[src/pkg/sgsel_pkg.sv]
// Constants and carrier types for the setting group priority selector
package sgsel_pkg;

   localparam int NUM_GROUPS = 8;
   localparam int IDX_W = 3;
   localparam int CODE_W = 4;
   localparam int ADR_W = 8;
   localparam int DAT_W = 32;

   // Register byte offsets
   localparam logic [7:0] CTRL_OFS = 8'h00;
   localparam logic [7:0] FORCE_OFS = 8'h04;
   localparam logic [7:0] REMOTE_OFS = 8'h08;
   localparam logic [7:0] STATUS_OFS = 8'h0c;
   localparam logic [7:0] REFUSE_OFS = 8'h10;

   // Field positions
   localparam int CTRL_FORCE_EN_POS = 0;
   localparam int CTRL_USED_LSB = 4;
   localparam int CODE_LSB = 0;
   localparam int STATUS_HELD_LSB = 8;
   localparam int REFUSE_FORCE_POS = 0;
   localparam int REFUSE_PRIO_POS = 1;
   localparam int REFUSE_UNUSED_POS = 2;

   // Reset values
   localparam logic FORCE_EN_RST = 1'b0;
   localparam logic [IDX_W-1:0] USED_RST = 3'h0;
   localparam logic [IDX_W-1:0] ACTIVE_RST = 3'h0;
   localparam logic [CODE_W-1:0] CODE_NONE = 4'h0;
   localparam logic [2:0] REFUSE_RST = 3'h0;
   localparam logic [NUM_GROUPS-1:0] GROUPS_CLEAR = 8'h00;
   localparam logic [NUM_GROUPS-1:0] USED_MASK_RST = 8'h01;
   localparam logic [DAT_W-1:0] DAT_ZERO = 32'h0000_0000;

   // Software configuration carried as one word
   typedef struct packed {
      logic force_en;
      logic [IDX_W-1:0] used_cnt;
      logic [CODE_W-1:0] force_code;
      logic [CODE_W-1:0] remote_code;
   } sgsel_cfg_t;

   // One request toward the selector
   typedef struct packed {
      logic valid;
      logic [IDX_W-1:0] idx;
   } sgsel_req_t;

endpackage

[src/logic/sgsel_top.sv]
// Setting group priority selector with classic Wishbone register slave
//
// Summary of operation
// [RL1] Up to eight selectable parameter groups
// [RL2] Reset: group one only, selection idle
// [RL3] Two or more groups: requests decide activation
// [RL4] Force enable ignores automatic requests entirely
// [RL5] Requests accepted as pulse or level
// [RL6] Fixed priority, group one highest wins
// [RL7] Two static levels: higher group active
// [RL8] Pulse-selected group stays until another request
// [RL9] Operator enables group and force first
// [RL10] Force release: held levels take over immediately
// [RL11] Active group reads one to eight, one after reset
// [RL12] Forced field none or group, acts latched
// [RL13] Force end without request keeps last group
// [RL14] Force default off; forced changes refused while off
// [RL15] Used group count; new groups load defaults
// [RL16] Remote change ignored below held level request
// [RL17] Held group one blocks all others
// [RL18] Held level blocks all lower groups
// [RL19] Held group eight blocks nobody
// [RL20] Rising edge detect, update within one cycle
`timescale 1ns/10ps

module sgsel_top
(
   input wire logic CORE_CLK,
   input wire logic SRST,
   input wire logic WB_CYC_I,
   input wire logic WB_STB_I,
   input wire logic WB_WE_I,
   input wire logic [sgsel_pkg::ADR_W-1:0] WB_ADR_I,
   input wire logic [3:0] WB_SEL_I,
   input wire logic [sgsel_pkg::DAT_W-1:0] WB_DAT_I,
   output logic [sgsel_pkg::DAT_W-1:0] WB_DAT_O,
   output logic WB_ACK_O,
   input wire logic [sgsel_pkg::NUM_GROUPS-1:0] GROUP_REQUEST,
   output logic [sgsel_pkg::IDX_W-1:0] ACTIVE_GROUP,
   output logic [sgsel_pkg::NUM_GROUPS-1:0] ACTIVE_GROUP_ONEHOT,
   output logic FORCE_ACTIVE,
   output logic [sgsel_pkg::NUM_GROUPS-1:0] GROUP_LOAD_DEFAULTS
);

   localparam int N = sgsel_pkg::NUM_GROUPS;
   localparam int IW = sgsel_pkg::IDX_W;
   localparam int CW = sgsel_pkg::CODE_W;

   ////////////////////////////////////////////////////////////////////////
   // Declarations

   logic [N-1:0] sync1_reg;
   logic [N-1:0] sync2_reg;
   logic [N-1:0] sync3_reg;
   logic [N-1:0] level_reg;
   logic [N-1:0] level_next;
   logic [N-1:0] level_d_reg;
   logic ack_reg;
   logic [sgsel_pkg::DAT_W-1:0] rdata_reg;
   logic [sgsel_pkg::DAT_W-1:0] rdata_next;
   sgsel_pkg::sgsel_cfg_t cfg_reg;
   sgsel_pkg::sgsel_cfg_t cfg_next;
   logic force_en_d_reg;
   logic [IW-1:0] active_reg;
   logic [IW-1:0] active_next;
   logic [N-1:0] used_d_reg;
   logic [N-1:0] defaults_reg;
   logic [2:0] refuse_reg;
   logic [2:0] refuse_next;
   sgsel_pkg::sgsel_req_t force_req;
   sgsel_pkg::sgsel_req_t remote_req;
   sgsel_pkg::sgsel_req_t win;

   wire bus_req;
   wire wr_commit;
   wire lane0_wr;
   wire sel_ctrl;
   wire sel_force;
   wire sel_remote;
   wire sel_status;
   wire sel_refuse;
   wire [CW-1:0] wr_code;
   wire [IW-1:0] wr_idx;
   wire wr_code_some;
   wire wr_code_used;
   wire [N-1:0] agree;
   wire [N-1:0] used_mask;
   wire [N-1:0] held;
   wire [N-1:0] rise;
   wire [N-1:0] blocked;
   wire [N-1:0] remote_onehot;
   wire [N-1:0] cand;
   wire multi_group;
   wire force_release;
   wire auto_event;
   wire force_wr;
   wire remote_wr;
   wire remote_blocked;

   ////////////////////////////////////////////////////////////////////////
   // Request input synchronisers

   // Three stages; a change counts once stages two and three agree
   always_ff @(posedge CORE_CLK)
   begin
      if (SRST)
      begin
         sync1_reg <= sgsel_pkg::GROUPS_CLEAR;
         sync2_reg <= sgsel_pkg::GROUPS_CLEAR;
         sync3_reg <= sgsel_pkg::GROUPS_CLEAR;
      end
      else
      begin
         sync1_reg <= GROUP_REQUEST;
         sync2_reg <= sync1_reg;
         sync3_reg <= sync2_reg;
      end
   end

   assign agree = ~(sync2_reg ^ sync3_reg);
   assign level_next = (sync2_reg & agree) | (level_reg & ~agree);

   always_ff @(posedge CORE_CLK)
   begin
      if (SRST)
      begin
         level_reg <= sgsel_pkg::GROUPS_CLEAR;
         level_d_reg <= sgsel_pkg::GROUPS_CLEAR;
      end
      else
      begin
         level_reg <= level_next;
         level_d_reg <= level_reg;
      end
   end

   ////////////////////////////////////////////////////////////////////////
   // Request qualification

   // Groups one through used_cnt+1 are in service
   genvar g;
   generate
      for (g = 0; g < N; g++)
      begin : g_used
         assign used_mask[g] = (IW'(g) <= cfg_reg.used_cnt); // [RL1] [RL15]
      end
   endgenerate

   assign held = level_reg & used_mask; // [RL5]
   assign rise = level_reg & ~level_d_reg & used_mask; // [RL20]

   // A held level masks every lower group; group eight has none below it
   assign blocked[0] = 1'b0;
   generate
      for (g = 1; g < N; g++)
      begin : g_block
         assign blocked[g] = |held[g-1:0]; // [RL17] [RL18] [RL19]
      end
   endgenerate

   assign multi_group = (cfg_reg.used_cnt != sgsel_pkg::USED_RST); // [RL2] [RL3]
   assign force_release = force_en_d_reg & ~cfg_reg.force_en;

   ////////////////////////////////////////////////////////////////////////
   // Wishbone slave decode

   assign bus_req = WB_CYC_I & WB_STB_I;
   // Write lands on the edge where the master samples ack
   assign wr_commit = bus_req & WB_WE_I & ack_reg;
   assign lane0_wr = wr_commit & WB_SEL_I[0];
   assign sel_ctrl = (WB_ADR_I == sgsel_pkg::CTRL_OFS);
   assign sel_force = (WB_ADR_I == sgsel_pkg::FORCE_OFS);
   assign sel_remote = (WB_ADR_I == sgsel_pkg::REMOTE_OFS);
   assign sel_status = (WB_ADR_I == sgsel_pkg::STATUS_OFS);
   assign sel_refuse = (WB_ADR_I == sgsel_pkg::REFUSE_OFS);

   assign wr_code = WB_DAT_I[sgsel_pkg::CODE_LSB +: CW];
   assign wr_code_some = (wr_code != sgsel_pkg::CODE_NONE) && (wr_code <= CW'(N));
   assign wr_idx = IW'(wr_code - CW'(1));
   assign wr_code_used = wr_code_some & used_mask[wr_idx];

   assign force_wr = lane0_wr & sel_force;
   assign remote_wr = lane0_wr & sel_remote;

   // Forced choice only while forcing is on and the group is in service
   assign force_req.valid = force_wr & cfg_reg.force_en & wr_code_used; // [RL9] [RL12] [RL14]
   assign force_req.idx = wr_idx;

   assign remote_blocked = remote_wr & wr_code_used & blocked[wr_idx];
   // Remote change is automatic control: no effect while forcing
   assign remote_req.valid = remote_wr & wr_code_used & ~blocked[wr_idx] & ~cfg_reg.force_en; // [RL16] [RL4]
   assign remote_req.idx = wr_idx;

   ////////////////////////////////////////////////////////////////////////
   // Configuration registers

   always_comb
   begin
      cfg_next = cfg_reg;
      if (lane0_wr & sel_ctrl)
      begin
         cfg_next.force_en = WB_DAT_I[sgsel_pkg::CTRL_FORCE_EN_POS]; // [RL14]
         cfg_next.used_cnt = WB_DAT_I[sgsel_pkg::CTRL_USED_LSB +: IW]; // [RL15]
      end
      if (force_wr)
      begin
         cfg_next.force_code = wr_code_some ? wr_code : sgsel_pkg::CODE_NONE; // [RL12]
      end
      if (remote_wr)
      begin
         cfg_next.remote_code = wr_code_some ? wr_code : sgsel_pkg::CODE_NONE;
      end
   end

   always_ff @(posedge CORE_CLK)
   begin
      if (SRST)
      begin
         cfg_reg.force_en <= sgsel_pkg::FORCE_EN_RST;
         cfg_reg.used_cnt <= sgsel_pkg::USED_RST;
         cfg_reg.force_code <= sgsel_pkg::CODE_NONE;
         cfg_reg.remote_code <= sgsel_pkg::CODE_NONE;
         force_en_d_reg <= sgsel_pkg::FORCE_EN_RST;
      end
      else
      begin
         cfg_reg <= cfg_next;
         force_en_d_reg <= cfg_reg.force_en;
      end
   end

   ////////////////////////////////////////////////////////////////////////
   // Priority selection

   generate
      for (g = 0; g < N; g++)
      begin : g_remote
         assign remote_onehot[g] = remote_req.valid & (remote_req.idx == IW'(g));
      end
   endgenerate

   // Held levels rejoin on every event so the higher static request wins
   assign cand = (rise | held | remote_onehot) & ~blocked; // [RL6] [RL7]
   assign auto_event = |(rise & ~blocked) | remote_req.valid | force_release; // [RL8] [RL10]

   // Lowest index is highest priority
   always_comb
   begin
      win.valid = 1'b0;
      win.idx = sgsel_pkg::ACTIVE_RST;
      for (int i = N - 1; i >= 0; i--)
      begin
         if (cand[i])
         begin
            win.valid = 1'b1; // [RL6]
            win.idx = IW'(i);
         end
      end
   end

   always_comb
   begin
      active_next = active_reg;
      if (!multi_group)
      begin
         active_next = sgsel_pkg::ACTIVE_RST; // [RL2]
      end
      else if (!used_mask[active_reg])
      begin
         // Group taken out of service: fall back to group one
         active_next = sgsel_pkg::ACTIVE_RST;
      end
      else if (cfg_reg.force_en)
      begin
         if (force_req.valid)
         begin
            active_next = force_req.idx; // [RL4] [RL12]
         end
      end
      else if (auto_event && win.valid)
      begin
         active_next = win.idx; // [RL3] [RL10] [RL20]
      end
      // No winner on release leaves the last group in place [RL13]
   end

   always_ff @(posedge CORE_CLK)
   begin
      if (SRST)
      begin
         active_reg <= sgsel_pkg::ACTIVE_RST; // [RL11]
      end
      else
      begin
         active_reg <= active_next;
      end
   end

   ////////////////////////////////////////////////////////////////////////
   // Default-load pulses for groups newly in service

   always_ff @(posedge CORE_CLK)
   begin
      if (SRST)
      begin
         used_d_reg <= sgsel_pkg::USED_MASK_RST;
         defaults_reg <= sgsel_pkg::GROUPS_CLEAR;
      end
      else
      begin
         used_d_reg <= used_mask;
         defaults_reg <= used_mask & ~used_d_reg; // [RL15]
      end
   end

   ////////////////////////////////////////////////////////////////////////
   // Refusal flags, write one to clear; a new refusal beats the clear

   always_comb
   begin
      refuse_next = refuse_reg;
      if (lane0_wr & sel_refuse)
      begin
         refuse_next = refuse_reg & ~WB_DAT_I[2:0];
      end
      if (force_wr & wr_code_some & ~cfg_reg.force_en)
      begin
         refuse_next[sgsel_pkg::REFUSE_FORCE_POS] = 1'b1; // [RL14]
      end
      if (remote_blocked)
      begin
         refuse_next[sgsel_pkg::REFUSE_PRIO_POS] = 1'b1; // [RL16]
      end
      if ((force_wr | remote_wr) & wr_code_some & ~wr_code_used)
      begin
         refuse_next[sgsel_pkg::REFUSE_UNUSED_POS] = 1'b1; // [RL9]
      end
   end

   always_ff @(posedge CORE_CLK)
   begin
      if (SRST)
      begin
         refuse_reg <= sgsel_pkg::REFUSE_RST;
      end
      else
      begin
         refuse_reg <= refuse_next;
      end
   end

   ////////////////////////////////////////////////////////////////////////
   // Read data and acknowledge

   always_comb
   begin
      rdata_next = sgsel_pkg::DAT_ZERO;
      if (sel_ctrl)
      begin
         rdata_next[sgsel_pkg::CTRL_FORCE_EN_POS] = cfg_reg.force_en;
         rdata_next[sgsel_pkg::CTRL_USED_LSB +: IW] = cfg_reg.used_cnt;
      end
      else if (sel_force)
      begin
         rdata_next[sgsel_pkg::CODE_LSB +: CW] = cfg_reg.force_code;
      end
      else if (sel_remote)
      begin
         rdata_next[sgsel_pkg::CODE_LSB +: CW] = cfg_reg.remote_code;
      end
      else if (sel_status)
      begin
         // Code one to eight, so group one reads as one
         rdata_next[sgsel_pkg::CODE_LSB +: CW] = CW'(active_reg) + CW'(1); // [RL11]
         rdata_next[sgsel_pkg::STATUS_HELD_LSB +: N] = held;
      end
      else if (sel_refuse)
      begin
         rdata_next[2:0] = refuse_reg;
      end
   end

   // Ack one cycle after the request, dropped the cycle after
   always_ff @(posedge CORE_CLK)
   begin
      if (SRST)
      begin
         ack_reg <= 1'b0;
         rdata_reg <= sgsel_pkg::DAT_ZERO;
      end
      else
      begin
         ack_reg <= bus_req & ~ack_reg;
         rdata_reg <= rdata_next;
      end
   end

   ////////////////////////////////////////////////////////////////////////
   // Outputs

   assign WB_ACK_O = ack_reg;
   assign WB_DAT_O = rdata_reg;
   assign ACTIVE_GROUP = active_reg;
   assign FORCE_ACTIVE = cfg_reg.force_en;
   assign GROUP_LOAD_DEFAULTS = defaults_reg;

   generate
      for (g = 0; g < N; g++)
      begin : g_onehot
         assign ACTIVE_GROUP_ONEHOT[g] = (active_reg == IW'(g));
      end
   endgenerate

endmodule // sgsel_top

[config.mk]
export PLATFORM = sky130hd
export DESIGN_NAME = sgsel_top
export DESIGN_NICKNAME = d
export VERILOG_FILES = /design/src/pkg/sgsel_pkg.sv /design/src/logic/sgsel_top.sv
export SDC_FILE = /design/constraint.sdc
export NUM_CORES = 1
export LEC_CHECK = 0
export BUFFER_PORTS_ARGS = -buffer_cell sky130_fd_sc_hd__buf_2
export CORE_MARGIN = 1
export CORE_UTILIZATION = 50
export CTS_CLUSTER_SIZE = 40
export DETAILED_ROUTE_END_ITERATION = 12
export PLACE_DENSITY = 0.77
export SLEW_MARGIN = 20
export SYNTH_ARGS = -nofsm -noshare
export SYNTH_HDL_FRONTEND = slang
export SYNTH_SLANG_ARGS = --single-unit
[constraint.sdc]
create_clock -name CORE_CLK -period 3.6 [get_ports CORE_CLK]
set_input_delay 0.36 -clock CORE_CLK [delete_from_list [all_inputs] [get_ports CORE_CLK]]
set_output_delay 0.36 -clock CORE_CLK [all_outputs]
set_load 0.03 [all_outputs]
==> run metrics, run 1 <==
io pins=110; Critical Path RT=roughly 3.9 ns; clock sinks=between 90 and 100; Final period util=between 80% and 90%; Synth top area share=a little under half; vias per inst=about 5.3; ys flop type=dfxtp_1; Post-DP HPWL=~5.7 mm; share of layout cells above drive strength 1=between 20% and 30%; vias in the first global route=between 2,000 and 3,000; worst hold path type=primary input to flip-flop; Layout area overhead=10.8%; clock root buffer=clkbuf_8; layout net count=approximately 550; max reg flops=15; internal power=1.40 mW; Clk Latency, worst-skew pair=0.35 ns; CTS Buf Count=9; minimum clock period=around 3 ns; Clock Skew=roughly 0.0067 ns; TritonCTS clock tree=done; largest net degree at the start of global routing=37; H-tree depth=3; critical path class=primary input to flip-flop; WP data arrival=approximately 3.2 ns; setup violators final=0; Flop pwr share=a little under three fifths; setup TNS=0 ns; Pre-antenna DRT Iters=6; PwrDens=around 410 mW/mm²; status=complete, no violations; global-route wire length before repair=between 10 and 15 mm; Core Area=roughly 0.0077 mm²; Clock Path Buffers=2; Die Span X=91.6 µm; gr usage total=approximately a fifth; leakage=approximately 1.9 nW; cell area after synthesis=0.00401 mm²; Max Fclk=between 0.3 and 0.4 GHz; Vias=around 3,200; met3 Track Usage GR=approximately 4.8%; die area=0.00838 mm²; RSZ-0062 raised after global routing=false; Yosys warning count=0; worst-path fanout max=14; Least-Margin Pin Slew=approximately 0.7 ns; max-slew violations=0; final WL=about 8 mm; Seq/Total Area, Yosys=roughly 45%; row cnt=32; relative slew slack=a little over half; initial core utilization=roughly half; Synth Instances=428; GRT busiest layer=met2; met1 Use GR=about a quarter; GRT overflow=0; flop and latch count out of synthesis=slightly above 90; synth top area cells=dfxtp_1 45%, nor2b_1 5.6%, nor2_1 4.0%, ha_1 3.4%, buf_4 3.2%; initial antenna violation count=0; Clock Power Share=between 30% and 40%; DRT iter0 DRCs=259; NetSw=approximately 0.44 mW; post-synth cell types=69; CTS Hold Bufs=0; RD Place Congestion=around 1.0; Post-synth EDFFs=0; net switching fraction of the power=a little under a quarter; GR Util met2=30.1%; Worst setup SP type=primary input; WL per Instance=13.4 µm; VDD IR max=~0.25 mV; Gate power share=under 10%; clk slew on worst S/H paths=around 0.09 ns; # resized after CTS=0; setup slack at placement=between 0.3 and 0.4 ns; max cap viols=0; DRC Markers=0; Synth Area per Inst=~9.4 µm²; # diodes=0; final hold viol count=0; crit end category=flip-flop; ys async rst share=0%; Die Ht=~92 µm; Port Buf Inserts=between 60 and 70; post-synth top area cell=dfxtp_1; remaining antenna violation count=0; Post-CTS Setup Bufs=0; final worst setup slack=roughly 0.63 ns
==> power groups by stage <==
stage                     clock network [mW]  logic (mW)  registers (mW)
after global routing                   0.753       0.124            1.02
after detailed placement                   0       0.112            1.05
after floorplan                            0      0.0950            1.05
final                                  0.697       0.114            1.02
after global placement                     0       0.110            1.05
after CTS                              0.715       0.112            1.02
==> final cells by class <==
type	count	area [µm²]
Multi-Input combinational cell	301	1900
Tap cell	102	128
Inverter	14	52.6
Sequential cell	91	1820
Clock inverter	5	60.1
Fill cell	686	3280
Timing Repair Buffer	67	343
Clock buffer	11	141
==> placed cells by master, fill, tap and decap left out, types with 12 or more instances in the layout <==
cell type,count
a21oi_1,23
and2_1,13
buf_2,64
conb_1,18
dfxtp_1,91
inv_1,14
nand2_1,32
nor2_1,43
nor2b_1,36
nor3_1,12
o21ai_0,14
==> routing by layer <==
layer / routed length, µm / vias to the layer above / share of wire [%]
met5: 0 / - / 0
li1: - / 1559 / -
met2: 3610 / 137 / 46
met3: 560 / 21 / 7.1
met1: 3550 / 1438 / 45
met4: 193 / 0 / 2.4
==> cell families (layout without fill, tap and decap cells) <==
logic type | after synthesis | in the layout | synth area share (%)
and+or+nand+nor | 174 | 174 | 23.3
muxes | 11 | 11 | 2.75
xor gates and xnor gates | 3 | 3 | 0.843
buffers and inverters | 52 | 97 | 8.77
AOI/OAI and AO/OA | 83 | 83 | 15.0
DFF | 91 | 91 | 45.4
adders and majority gates | 12 | 12 | 3.68
other | 2 | 18 | 0.187
==> metrics by stage <==
stage          util, %  std cells  power [mW]  cell area, µm²  hold slack (ns)
2_1_floorplan        -        444        1.14            4070            0.367
3_3_place_gp      54.9        575        1.16            4240            0.372
3_5_place_dp      54.9        575        1.16            4240            0.372
4_1_cts           57.5        591        1.85            4440            0.201
5_1_grt           57.5        591        1.90            4440            0.210
6_report          57.5        591        1.83            4440            0.213
==> cell usage after synthesis, drive strengths merged (5+ instances only) <==
cell,n
nor3,13
nor2,44
clkbuf,11
o21ai,17
nor2b,36
and3,5
dfxtp,91
inv,14
nand4,5
nand2,32
and2,14
nor4,5
mux2i,11
ha,11
buf,26
a21oi,23
==> worst paths after layout <==
check	from	to	slack, ns	cells after the start
worst min-delay path	GROUP_REQUEST[2]	sync1_reg[2]	0.21	2
worst max-delay path	WB_DAT_I[0]	ACTIVE_GROUP[0]	0.63	10
worst min register to register	used_d_reg[6]	GROUP_LOAD_DEFAULTS[6]	0.38	1
worst max register to register	cfg_reg[9]	ACTIVE_GROUP[0]	0.72	8
==> critical path: stages <==
cell	delay [ns]
buf_2	0.18
inv_1	0.15
ha_1	0.52
o22ai_1	0.16
a2bb2oi_1	0.37
o2111ai_4	0.30
o41a_1	0.45
o32ai_1	0.31
nand4_1	0.18
a311oi_2	0.26
Note: power is estimated with default switching activity, not from simulation.
==> run 2, diff against run 1 <==
clock period = 2.95 ns   (was 3.6 ns; I/O delays follow)
==> run 2 against run 1 <==
  * Largest cell class unchanged
  * Clock skew grew 0.0054 ns
  * Routed wire length is 7.5% higher
  * Clock-buffer cell count shrank 1
  * Via count rose by 1.9%
  * Critical endpoint unchanged
==> run metrics, run 2 (synthesized netlist as in run 1, its figures left out) <==
io pins=110; CP Cell Sequence=o22ai_1 > a2bb2oi_1 > o2111ai_4 > o41a_1 > o32ai_1 > nand4_1 > a311oi_2; setup TNS=0 ns; max reg flops=15; gr usage total=between 20% and 30%; slowest cell on the critical path=dfxtp_1; CTS Buf Count=9; worst hold path type=primary input to flip-flop; Clock Skew=about 0.012 ns; vias per inst=between 5 and 6; Worst path max stage delay=0.64 ns; initial core utilization=between 50% and 60%; TritonCTS clock tree=done; final WL=around 8.5 mm; Gate power share=under 10%; DRC Markers=0; Clock Power Share=36.9%; Flop pwr share=between 50% and 60%; dpl cells=roughly 600; share of layout cells above drive strength 1=about a quarter; vias in the first global route=2,930; Post-DP HPWL=between 6 and 7 mm; DRT iter0 DRCs=approximately 170; most common cell after layout, fill and taps aside=dfxtp_1; Layout area overhead=15.7%; worst-path fanout max=13; Worst setup SP type=flip-flop; Final period util=a little over 90%; worst setup path startpoint=cfg_reg[9]; layout net count=~580; clock sinks=between 90 and 100; critical path class=flip-flop to flip-flop; max cap viols=0; largest net degree at the start of global routing=45; RSZ-0062 raised after global routing=false; # fillers=~680; GRT overflow=0; crit end category=flip-flop; worst r2r src=cfg_reg[9]; global-route wire length before repair=roughly 14 mm; Hold Startpoint=GROUP_REQUEST[2]; VDD IR max=~0.35 mV; Port Buf Inserts=64; row cnt=32; clk slew on worst S/H paths=approximately 0.10 ns; clock root buffer=clkbuf_8; hold_ws=between 0.1 and 0.15 ns; WP data arrival=~3 ns; initial antenna violation count=0; Post-CTS Setup Bufs=0; relative slew slack=52.1%; post-route insts no fill=617; final hold viol count=0; NetSw=0.575 mW; setup violators final=0; PwrDens=approximately 480 mW/mm²; Critical Path RT=around 3.2 ns; Clock Path Buffers=2; Vias=3,214; WL per Instance=about 14 µm; net switching fraction of the power=around a quarter; H-tree depth=3; Die Ht=91.6 µm; most frequent cells in the layout=91 x dfxtp_1, 64 x buf_2, 43 x nor2_1, 36 x nor2b_1, 32 x nand2_1; Clk Latency, worst-skew pair=between 0.3 and 0.4 ns; Die Span X=around 92 µm; RD Place Congestion=slightly below 0.9; Pre-antenna DRT Iters=5; Core Area=roughly 0.0077 mm²; minimum clock period=about 2.7 ns; # resized after CTS=0; internal power=1.66 mW; # diodes=0; die area=between 0.008 and 0.009 mm²; remaining antenna violation count=0; status=complete, no violations; Max Fclk=about 0.37 GHz; max-slew violations=0; Least-Margin Pin Slew=between 0.7 and 0.8 ns; leakage=2.03 nW; CTS Hold Bufs=0
[run 2: layout make-up]
class                           count  area (µm²)  area share (%)
Inverter                           14        52.6            1.13
Timing Repair Buffer               93         538            11.6
Tap cell                          102         128            2.75
Multi-Input combinational cell    301        1900            40.9
Clock inverter                      6        65.1            1.40
Sequential cell                    91        1820            39.3
Clock buffer                       10         138            2.97
[run 2: worst paths after layout]
check,to,slack [ns],cells past startpoint
worst max register to register,ACTIVE_GROUP[0],0.23,7
worst min-delay path,sync1_reg[2],0.14,2
worst max-delay path,ACTIVE_GROUP[0],0.23,7
worst min register to register,GROUP_LOAD_DEFAULTS[0],0.38,1
[run 2: power groups by stage]
stage / Sequential (mW) / Combinational [mW] / Clock (mW)
6_report: 1.25 / 0.159 / 0.824
5_1_grt: 1.25 / 0.172 / 0.911
4_1_cts: 1.25 / 0.158 / 0.842
3_5_place_dp: 1.28 / 0.157 / 0
3_3_place_gp: 1.28 / 0.156 / 0
2_1_floorplan: 1.28 / 0.116 / 0
[run 2: through the flow]
step | power, mW | setup slack (ns) | util (%) | instance area, µm²
floorplan | 1.39 | 0.363 | - | 4070
global placement | 1.43 | 0.150 | 57.4 | 4440
detailed placement | 1.43 | 0.0525 | 57.4 | 4440
CTS | 2.25 | 0.230 | 60.0 | 4640
global route | 2.33 | 0.0452 | 60.0 | 4640
finish | 2.23 | 0.231 | 60.0 | 4640
[run 2: critical path: cells and delay by family, from the launching register on]
| kind | cells | cell delay, ns |
|---|---|---|
| simple gates | 1 | 0.19 |
| flops | 1 | 0.64 |
| compound gates | 6 | 1.78 |
[run 2: layer usage]
| metal | GRT usage, % | vias to the layer above | routed length [µm] |
|---|---|---|---|
| li1 | - | 1610 | - |
| met1 | 28.6 | 1479 | 3990 |
| met2 | 34.3 | 112 | 3870 |
| met3 | 5.36 | 13 | 488 |
| met4 | 6.61 | 0 | 156 |
| met5 | 0 | - | 0 |
